[src/logic/buck_regs_pkg.sv]
// Overview of operation
// Four 8-bit scratch bytes survive main supply loss
// Scratch bytes cleared only by coin-cell reset
// Buck A normal code bits 4:0 drives regulator
// Buck A standby code bits 4:0 in standby
// Buck A sleep code bits 4:0 in sleep
// Mode bit 5 picks off or sleep
// Mode bits 3:0 select switching mode
// Config bit 6 sets ramp step period
// Config bits 5:4 select phase clock
// Config bits 3:2 select switching frequency
// Config bit 0 selects current limit
// Buck B has normal, standby, sleep codes
// Host accesses registers in any state
// Buck defaults load from OTP at reset
// Unassigned bits read zero, ignore writes
package buck_regs_pkg;
	// ==========================================
	// Register byte addresses
	localparam logic [7:0] ADDR_SCRATCH_A = 8'h00;
	localparam logic [7:0] ADDR_SCRATCH_B = 8'h04;
	localparam logic [7:0] ADDR_SCRATCH_C = 8'h08;
	localparam logic [7:0] ADDR_SCRATCH_D = 8'h0C;
	localparam logic [7:0] ADDR_A_NORMAL = 8'h10;
	localparam logic [7:0] ADDR_A_STANDBY = 8'h14;
	localparam logic [7:0] ADDR_A_SLEEP = 8'h18;
	localparam logic [7:0] ADDR_A_MODE = 8'h1C;
	localparam logic [7:0] ADDR_A_CONF = 8'h20;
	localparam logic [7:0] ADDR_B_NORMAL = 8'h24;
	localparam logic [7:0] ADDR_B_STANDBY = 8'h28;
	localparam logic [7:0] ADDR_B_SLEEP = 8'h2C;
	// ==========================================
	// Field masks of implemented bits
	localparam logic [7:0] MASK_SCRATCH = 8'hFF;
	localparam logic [7:0] MASK_VOLT = 8'h1F;
	localparam logic [7:0] MASK_MODE = 8'h2F;
	localparam logic [7:0] MASK_CONF = 8'h7D;
	// ==========================================
	// Field positions
	localparam int MODE_OFF_BIT = 5;
	localparam int CONF_RAMP_BIT = 6;
	localparam int CONF_PHASE_LSB = 4;
	localparam int CONF_FREQ_LSB = 2;
	localparam int CONF_ILIM_BIT = 0;
	localparam logic [7:0] SCRATCH_RESET = 8'h00;
	// ==========================================
	// Ramp step periods
	localparam int CLK_HZ = 40000000;
	localparam int RAMP_FAST_NS = 2000;
	localparam int RAMP_SLOW_NS = 4000;
	localparam int RAMP_FAST_CYC = (RAMP_FAST_NS * (CLK_HZ / 1000000)) / 1000;
	localparam int RAMP_SLOW_CYC = (RAMP_SLOW_NS * (CLK_HZ / 1000000)) / 1000;
	// ==========================================
	// Operating state of a channel
	typedef enum logic [2:0] {
		OP_NORMAL = 3'b001,
		OP_STANDBY = 3'b010,
		OP_SLEEP = 3'b100
	} op_state_t;
	// Settings bundle of one channel for the regulator
	typedef struct packed {
		logic [4:0] volt_code;
		logic [3:0] switch_mode;
		logic turnoff_sel;
		logic ramp_rate;
		logic [1:0] phase_sel;
		logic [1:0] freq_sel;
		logic ilim_sel;
	} buck_ctrl_t;
	// OTP default image of the buck registers
	typedef struct packed {
		logic [7:0] a_normal;
		logic [7:0] a_standby;
		logic [7:0] a_sleep;
		logic [7:0] a_mode;
		logic [7:0] a_conf;
		logic [7:0] b_normal;
		logic [7:0] b_standby;
		logic [7:0] b_sleep;
	} otp_image_t;
endpackage : buck_regs_pkg

[src/logic/buck_config_and_backup_mem_regs.sv]
// Implementation choices: the APB register port and the register addresses.
`timescale 1ns/100ps
`default_nettype none
module buck_config_and_backup_mem_regs #(
	// Ramp step periods in clock cycles
	parameter int RAMP_FAST_CYC = buck_regs_pkg::RAMP_FAST_CYC,
	parameter int RAMP_SLOW_CYC = buck_regs_pkg::RAMP_SLOW_CYC,
	// Width of the ramp step counter
	parameter int RAMP_CNT_W = 13
) (
	// Clock and resets
	input wire logic sys_clk,
	input wire logic rst_b,
	input wire logic coin_cell_por_n,
	// OTP defaults, sampled after main reset release
	input wire buck_regs_pkg::otp_image_t otp_image,
	// Operating state requests
	input wire logic standby_req,
	input wire logic turnoff_req,
	// APB slave
	input wire logic psel,
	input wire logic penable,
	input wire logic pwrite,
	input wire logic [7:0] paddr,
	input wire logic [31:0] pwdata,
	input wire logic [3:0] pstrb,
	output logic [31:0] prdata,
	output logic pready,
	output logic pslverr,
	// Regulator controls
	output buck_regs_pkg::buck_ctrl_t buck_a_ctrl,
	output logic [4:0] buck_b_volt_code,
	output logic buck_a_off,
	output logic buck_a_step_en,
	output logic buck_b_step_en,
	output logic otp_loaded
);
	// ==========================================
	// Register storage
	logic [7:0] scratch_reg [4];
	logic [7:0] buck_reg [8];
	logic load_pending_reg;
	logic [RAMP_CNT_W-1:0] ramp_cnt_reg;
	logic [RAMP_CNT_W-1:0] ramp_cnt_next;
	buck_regs_pkg::op_state_t op_reg;
	buck_regs_pkg::op_state_t op_next;

	// ==========================================
	// Slots of the buck register array
	localparam int IDX_A_NORMAL = 0;
	localparam int IDX_A_STANDBY = 1;
	localparam int IDX_A_SLEEP = 2;
	localparam int IDX_A_MODE = 3;
	localparam int IDX_A_CONF = 4;
	localparam int IDX_B_NORMAL = 5;
	localparam int IDX_B_STANDBY = 6;
	localparam int IDX_B_SLEEP = 7;

	// ==========================================
	// Elaboration checks
	// Below two cycles the step pulse would never fall
	if (RAMP_FAST_CYC < 2 || RAMP_SLOW_CYC < 2) begin : g_bad_period
		$error("Ramp step period below two cycles");
	end
	// Limits below are worked out in 32-bit integers
	if (RAMP_CNT_W < 1 || RAMP_CNT_W > 30) begin : g_bad_cnt_w
		$error("Ramp counter width out of range");
	end
	// The counter must reach the longer of the two periods
	if (RAMP_SLOW_CYC > (1 << RAMP_CNT_W) ||
		RAMP_FAST_CYC > (1 << RAMP_CNT_W)) begin : g_bad_width
		$error("Ramp step counter too narrow");
	end
	// The OTP image is unpacked as eight bytes
	if ($bits(buck_regs_pkg::otp_image_t) != 64) begin : g_bad_otp
		$error("OTP image is not eight bytes");
	end
	// Masks must keep the ramp and turn-off bits that the logic reads
	localparam logic RAMP_KEPT =
		buck_regs_pkg::MASK_CONF[buck_regs_pkg::CONF_RAMP_BIT];
	localparam logic OFF_KEPT =
		buck_regs_pkg::MASK_MODE[buck_regs_pkg::MODE_OFF_BIT];
	if (!RAMP_KEPT || !OFF_KEPT) begin : g_bad_mask
		$error("Field mask drops a used bit");
	end

	function automatic logic [3:0] scratch_idx(input logic [7:0] a);
		unique case (a)
			buck_regs_pkg::ADDR_SCRATCH_A: scratch_idx = 4'h1;
			buck_regs_pkg::ADDR_SCRATCH_B: scratch_idx = 4'h2;
			buck_regs_pkg::ADDR_SCRATCH_C: scratch_idx = 4'h4;
			buck_regs_pkg::ADDR_SCRATCH_D: scratch_idx = 4'h8;
			default: scratch_idx = 4'h0;
		endcase
	endfunction : scratch_idx

	function automatic logic [7:0] buck_idx(input logic [7:0] a);
		unique case (a)
			buck_regs_pkg::ADDR_A_NORMAL: buck_idx = 8'h01;
			buck_regs_pkg::ADDR_A_STANDBY: buck_idx = 8'h02;
			buck_regs_pkg::ADDR_A_SLEEP: buck_idx = 8'h04;
			buck_regs_pkg::ADDR_A_MODE: buck_idx = 8'h08;
			buck_regs_pkg::ADDR_A_CONF: buck_idx = 8'h10;
			buck_regs_pkg::ADDR_B_NORMAL: buck_idx = 8'h20;
			buck_regs_pkg::ADDR_B_STANDBY: buck_idx = 8'h40;
			buck_regs_pkg::ADDR_B_SLEEP: buck_idx = 8'h80;
			default: buck_idx = 8'h00;
		endcase
	endfunction : buck_idx

	function automatic logic [7:0] buck_mask(input int i);
		if (i == 3)
			buck_mask = buck_regs_pkg::MASK_MODE;
		else if (i == 4)
			buck_mask = buck_regs_pkg::MASK_CONF;
		else
			buck_mask = buck_regs_pkg::MASK_VOLT;
	endfunction : buck_mask

	// ==========================================
	// Bus decode
	wire logic access_en = psel && penable;
	wire logic write_en = access_en && pwrite && pstrb[0];
	wire logic [3:0] scratch_hit = scratch_idx(paddr);
	wire logic [7:0] buck_hit = buck_idx(paddr);
	wire logic mapped = (scratch_hit != 4'h0) || (buck_hit != 8'h00);
	wire logic [63:0] otp_flat = otp_image;
	logic [7:0] rd_byte;
	wire logic setup_phase = psel && !penable;
	wire logic [3:0] scratch_wr = {4{write_en}} & scratch_hit;
	wire logic [7:0] buck_wr = {8{write_en}} & buck_hit;

	// ==========================================
	// Named fields of the buck register bytes
	wire logic [7:0] a_mode_byte = buck_reg[IDX_A_MODE];
	wire logic [7:0] a_conf_byte = buck_reg[IDX_A_CONF];
	wire logic off_to_sleep = a_mode_byte[buck_regs_pkg::MODE_OFF_BIT];
	wire logic ramp_slow = a_conf_byte[buck_regs_pkg::CONF_RAMP_BIT];

	// Voltage codes of each operating state
	wire logic [4:0] a_normal_code = buck_reg[IDX_A_NORMAL][4:0];
	wire logic [4:0] a_standby_code = buck_reg[IDX_A_STANDBY][4:0];
	wire logic [4:0] a_sleep_code = buck_reg[IDX_A_SLEEP][4:0];
	wire logic [4:0] b_normal_code = buck_reg[IDX_B_NORMAL][4:0];
	wire logic [4:0] b_standby_code = buck_reg[IDX_B_STANDBY][4:0];
	wire logic [4:0] b_sleep_code = buck_reg[IDX_B_SLEEP][4:0];

	// Hits are one-hot, so the order of the loops does not matter
	always_comb begin
		rd_byte = 8'h00;
		for (int i = 0; i < 4; i++) begin
			if (scratch_hit[i])
				rd_byte = scratch_reg[i];
		end
		for (int i = 0; i < 8; i++) begin
			if (buck_hit[i])
				rd_byte = buck_reg[i];
		end
	end

	// ==========================================
	// Scratch bytes on the coin-cell domain
	// Main reset must not touch these, else data is lost on every brownout
	genvar g;
	generate
		for (g = 0; g < 4; g++) begin : g_scratch
			always_ff @(posedge sys_clk or negedge coin_cell_por_n) begin
				if (!coin_cell_por_n)
					scratch_reg[g] <= buck_regs_pkg::SCRATCH_RESET;
				else if (scratch_wr[g])
					scratch_reg[g] <= pwdata[7:0];
			end
		end
	endgenerate

	// ==========================================
	// Buck registers, OTP load one cycle after release
	generate
		for (g = 0; g < 8; g++) begin : g_buck
			always_ff @(posedge sys_clk or negedge rst_b) begin
				if (!rst_b)
					buck_reg[g] <= 8'h00;
				else if (load_pending_reg)
					buck_reg[g] <= otp_flat[(7-g)*8 +: 8] & buck_mask(g);
				else if (buck_wr[g])
					buck_reg[g] <= pwdata[7:0] & buck_mask(g);
			end
		end
	endgenerate

	// Loading one edge after release keeps OTP sampling off the reset edge
	always_ff @(posedge sys_clk or negedge rst_b) begin
		if (!rst_b)
			load_pending_reg <= 1'b1;
		else
			load_pending_reg <= 1'b0;
	end

	// ==========================================
	// APB answer, zero wait states
	// Ready is raised for the access phase that follows every setup cycle
	always_ff @(posedge sys_clk or negedge rst_b) begin
		if (!rst_b)
			pready <= 1'b0;
		else
			pready <= setup_phase;
	end

	always_ff @(posedge sys_clk or negedge rst_b) begin
		if (!rst_b)
			pslverr <= 1'b0;
		else
			pslverr <= setup_phase && !mapped;
	end

	// Read data is taken in setup so it stands through the access phase
	always_ff @(posedge sys_clk or negedge rst_b) begin
		if (!rst_b)
			prdata <= 32'h0000_0000;
		else
			prdata <= {24'h00_0000, rd_byte};
	end

	// ==========================================
	// Operating state: turn-off with the sleep choice wins over standby
	// Turn-off with the sleep choice moves both channels to sleep codes
	always_comb begin
		if (turnoff_req && off_to_sleep)
			op_next = buck_regs_pkg::OP_SLEEP;
		else if (standby_req)
			op_next = buck_regs_pkg::OP_STANDBY;
		else
			op_next = buck_regs_pkg::OP_NORMAL;
	end

	always_ff @(posedge sys_clk or negedge rst_b) begin
		if (!rst_b)
			op_reg <= buck_regs_pkg::OP_NORMAL;
		else
			op_reg <= op_next;
	end

	// ==========================================
	// Ramp step enable, shared by both channels
	// Channel B has no config here, so it follows channel A rate
	wire logic [RAMP_CNT_W-1:0] ramp_period = ramp_slow ?
		RAMP_CNT_W'(RAMP_SLOW_CYC) :
		RAMP_CNT_W'(RAMP_FAST_CYC);
	wire logic ramp_tick = (ramp_cnt_reg >= ramp_period - RAMP_CNT_W'(1));
	assign ramp_cnt_next = ramp_tick ? '0 : ramp_cnt_reg + RAMP_CNT_W'(1);

	always_ff @(posedge sys_clk or negedge rst_b) begin
		if (!rst_b)
			ramp_cnt_reg <= '0;
		else
			ramp_cnt_reg <= ramp_cnt_next;
	end

	// ==========================================
	// Regulator outputs, registered
	logic [4:0] a_code;
	logic [4:0] b_code;

	always_comb begin
		unique case (op_reg)
			buck_regs_pkg::OP_NORMAL: begin
				a_code = a_normal_code;
				b_code = b_normal_code;
			end
			buck_regs_pkg::OP_STANDBY: begin
				a_code = a_standby_code;
				b_code = b_standby_code;
			end
			buck_regs_pkg::OP_SLEEP: begin
				a_code = a_sleep_code;
				b_code = b_sleep_code;
			end
			// Illegal state codes fall back to the normal codes
			default: begin
				a_code = a_normal_code;
				b_code = b_normal_code;
			end
		endcase
	end

	// Control word of channel A, gathered ahead of its flip-flop
	wire buck_regs_pkg::buck_ctrl_t a_ctrl_next = '{
		volt_code: a_code,
		switch_mode: a_mode_byte[3:0],
		turnoff_sel: off_to_sleep,
		ramp_rate: ramp_slow,
		phase_sel: a_conf_byte[buck_regs_pkg::CONF_PHASE_LSB +: 2],
		freq_sel: a_conf_byte[buck_regs_pkg::CONF_FREQ_LSB +: 2],
		ilim_sel: a_conf_byte[buck_regs_pkg::CONF_ILIM_BIT]
	};

	always_ff @(posedge sys_clk or negedge rst_b) begin
		if (!rst_b)
			buck_a_ctrl <= '0;
		else
			buck_a_ctrl <= a_ctrl_next;
	end

	always_ff @(posedge sys_clk or negedge rst_b) begin
		if (!rst_b)
			buck_b_volt_code <= 5'h00;
		else
			buck_b_volt_code <= b_code;
	end

	// Off only when the mode bit asks for full turn-off, not sleep
	always_ff @(posedge sys_clk or negedge rst_b) begin
		if (!rst_b)
			buck_a_off <= 1'b0;
		else
			buck_a_off <= turnoff_req && !off_to_sleep;
	end

	// Both channels step together, one pulse per ramp period
	always_ff @(posedge sys_clk or negedge rst_b) begin
		if (!rst_b)
			buck_a_step_en <= 1'b0;
		else
			buck_a_step_en <= ramp_tick;
	end

	always_ff @(posedge sys_clk or negedge rst_b) begin
		if (!rst_b)
			buck_b_step_en <= 1'b0;
		else
			buck_b_step_en <= ramp_tick;
	end

	// Tells the host that the OTP defaults are in place
	always_ff @(posedge sys_clk or negedge rst_b) begin
		if (!rst_b)
			otp_loaded <= 1'b0;
		else
			otp_loaded <= !load_pending_reg;
	end
endmodule : buck_config_and_backup_mem_regs
`default_nettype wire

[config.mk]
export PLATFORM = sky130hd
export DESIGN_NAME = buck_config_and_backup_mem_regs
export DESIGN_NICKNAME = d
export VERILOG_FILES = /design/src/logic/buck_regs_pkg.sv /design/src/logic/buck_config_and_backup_mem_regs.sv
export SDC_FILE = /design/constraint.sdc
export NUM_CORES = 1
export LEC_CHECK = 0
export ABC_AREA = 1
export BUFFER_PORTS_ARGS = -buffer_cell sky130_fd_sc_hd__buf_2
export CAP_MARGIN = 20
export CORE_UTILIZATION = 52
export CTS_CLUSTER_DIAMETER = 50
export DETAILED_ROUTE_END_ITERATION = 8
export GPL_TIMING_DRIVEN = 0
export PLACE_DENSITY_LB_ADDON = 0.05
export SYNTH_ARGS = -nofsm -noshare
export SYNTH_HDL_FRONTEND = slang
export SYNTH_SLANG_ARGS = --single-unit
[constraint.sdc]
create_clock -name sys_clk -period 1.8 [get_ports sys_clk]
set_input_delay 0.18 -clock sys_clk [delete_from_list [all_inputs] [get_ports sys_clk]]
set_output_delay 0.18 -clock sys_clk [all_outputs]
set_load 0.05 [all_outputs]
==> impl_metrics.ini <==
[final_layout]
final_cell_mix = nand2_1 (144), dfrtp_1 (122), buf_2 (102)
largest_reg_flops = 32
drive_above_1_share_pct = 27.4
final_common_cell = nand2_1
num_antenna_cells = 0
finalInstanceArea_sq_um = 7770
syn_to_final_growth_pct = 32.9
final_nets = 972

[critical_path]
crit_path_top_delay_cell = dfstp_2
ff2ff_path_depth = 6
crit_family = buffers and inverters
cp_cell_sequence = buf_2 > inv_1 > clkbuf_4 > nand2_2 > a22oi_1 > o21ai_0
crit_type = reg2reg
critPathCaptureType = register
cp-start-kind = register
cp.depth = 6
crit_fanout = 10
critical_path.max_stage_delay_ps = 360
critPathArrivalTime_ps = 2060
critPathRequiredTime_ps = 2200
path_buf_inv = 3

[run]
maxCapViolCount = 0

[die]
fp.dieH_microns = 108
dieArea_sq_um = 11700
num_rows = 38
die_x_microns = 108
start_util_pct = 53.7
io_pins = 175
core-area_sq_um = 10900

[clock_tree]
cts_made_buffers = 17
post_cts_buffers = 0
cts_root_buf = clkbuf_8
h-tree-depth = 4
clk_pin_slew_ps = 60
tritoncts = built
clock_latency_ps = 530
cts_max_path_buffers = 2
cts.sinks = 124

[route]
routed_wl_microns = 15600
routed_via_density = 5.19
drtAntennaViolNets = 0
vias = 5212
first_pass_iters = 5
wl_per_cell_microns = 15.5
drc = 0
drtIter0Drc = 336

[synthesis]
ys_types = 42
syn-cell-area_sq_um = 5850
ys_seq_area_share_pct = 53.1
ys_ff_latch = 124
synth_edf_count = 0
synthCells = 650
syn_area_per_cell_sq_um = 9.00
yosysWarnings = 0
async_reset_ff_share_pct = 100
synth_ff_type = dfrtp_1

[timing]
worstMarginPinSlew_ps = 866
setup_ws_ps = 138
finClkSkew_ps = 8.50
relSlewSlack_pct = 42.1
finalSetupTns_ps = 0
hold_viol_final = 0
fin_crit_ps = 1660
rsz0062_at_grt = no
fmax_ghz = 0.602
post-route-period-util_pct = 92.3
maxSlewViolCount = 0
setup_viol = 0

[place]
place_congestion = 0.866
place_ws_ps = -47.4
port_buffers = 99
dp_hpwl_microns = 11000
post_dp_cell_area_sq_um = 6660

[global_route]
grt_max_degree = 75
grt_pass1_wl_microns = 25500
grt_pass1_vias = 5320
gr-usage-all-layers_pct = 29.6
antenna_found_initial = 0
gr-total-overflow = 0

[power]
cellPowerDensity_nw_per_um2 = 952
peakVddDrop_uv = 609
power_leakage_nw = 3.85

[status]
outcome = finished clean

[min_path]
hold_path.class = in2reg
worstHoldPathCells = 3
[through the flow]
stage | hold slack, ps | total power [mW] | instances | util [%]
2_1_floorplan | -116 | 3.82 | 678 | -
3_3_place_gp | 268 | 4.13 | 917 | 60.9
3_5_place_dp | 79.7 | 4.17 | 918 | 61.1
4_1_cts | 4.42 | 7.42 | 1005 | 71.4
5_1_grt | 26.0 | 7.68 | 1005 | 71.4
6_report | 17.5 | 7.40 | 1005 | 71.4
[final timing paths]
kind | start | end | slack [ps]
setup / recovery | load_pending_reg | b_sleep_code[1] | 140
hold / removal | pwdata[0] | scratch_reg[0] | 20
setup reg to reg | load_pending_reg | b_sleep_code[1] | 140
hold reg to reg | a_conf_byte[5] | buck_a_ctrl[4] | 380
max in group asynchronous | rst_b | load_pending_reg | 1050
min in group asynchronous | rst_b | ramp_cnt_reg[1] | 70
[cells by family after synthesis]
family                     Yosys count  share of synthesized area [%]
AOI/OAI and AO/OA                  135                           14.2
xor gates and xnor gates             5                          0.748
adders and majority gates            4                          0.855
buffers and inverters              103                           9.09
DFF                                124                           53.1
other                                1                         0.0641
and+or+nand+nor                    278                           22.0
[layout make-up]
cell class                 instances  area, sq um
tap                              140          175
multi-input combinational        451         2320
clock inverter                    13          118
sequential                       124         3110
fill                             858         3110
inverter                          62          236
clock buffer                      19          442
timing repair buffer             155         1080
buffer                            41          298
[cells in the mapped netlist (all sizes together) (2+ instances only)]
| cell | instances | area share [%] |
|---|---|---|
| nand4 | 5 | 0.53 |
| a31oi | 11 | 1.2 |
| xor2 | 3 | 0.45 |
| a22oi | 3 | 0.38 |
| clkbuf | 4 | 0.26 |
| a32oi | 4 | 0.60 |
| nor3 | 3 | 0.62 |
| buf | 37 | 4.8 |
| o211ai | 10 | 1.3 |
| o21ai | 58 | 5.9 |
| nand2 | 165 | 12 |
| a221oi | 3 | 0.45 |
| or2 | 4 | 0.43 |
| o221ai | 5 | 0.75 |
| inv | 61 | 4.0 |
| nand3 | 32 | 2.8 |
| dfstp | 2 | 0.90 |
| a21oi | 39 | 3.3 |
| xnor2 | 2 | 0.30 |
| ha | 4 | 0.86 |
| dfrtp | 122 | 52 |
| nor2 | 66 | 5.4 |
[worst min-delay path: stages]
cell and delay, ps:
buf_2 120, inv_1 130, o21ai_2 70
[power breakdown]
group / total (mW) / switching, mW / internal, mW
Combinational: 1.15 / 0.794 / 0.354
Clock: 3.18 / 1.27 / 1.90
Sequential: 3.08 / 0.101 / 2.97
Total: 7.40 / 2.17 / 5.23
[what timing repair did]
item	4_1_cts	5_1_grt
hold buffers	55	0
gates resized for setup	2	2
endpoints found under the hold margin	179	0
setup endpoints to repair	10	3
[routing by layer]
layer	GRT usage, %	wire [microns]	vias up
met2	48.1	7540	221
li1	-	-	2505
met1	37.6	6570	2443
met4	12.7	471	0
met5	0	0	-
met3	7.41	1020	43
(Power assumes the default switching activity.)
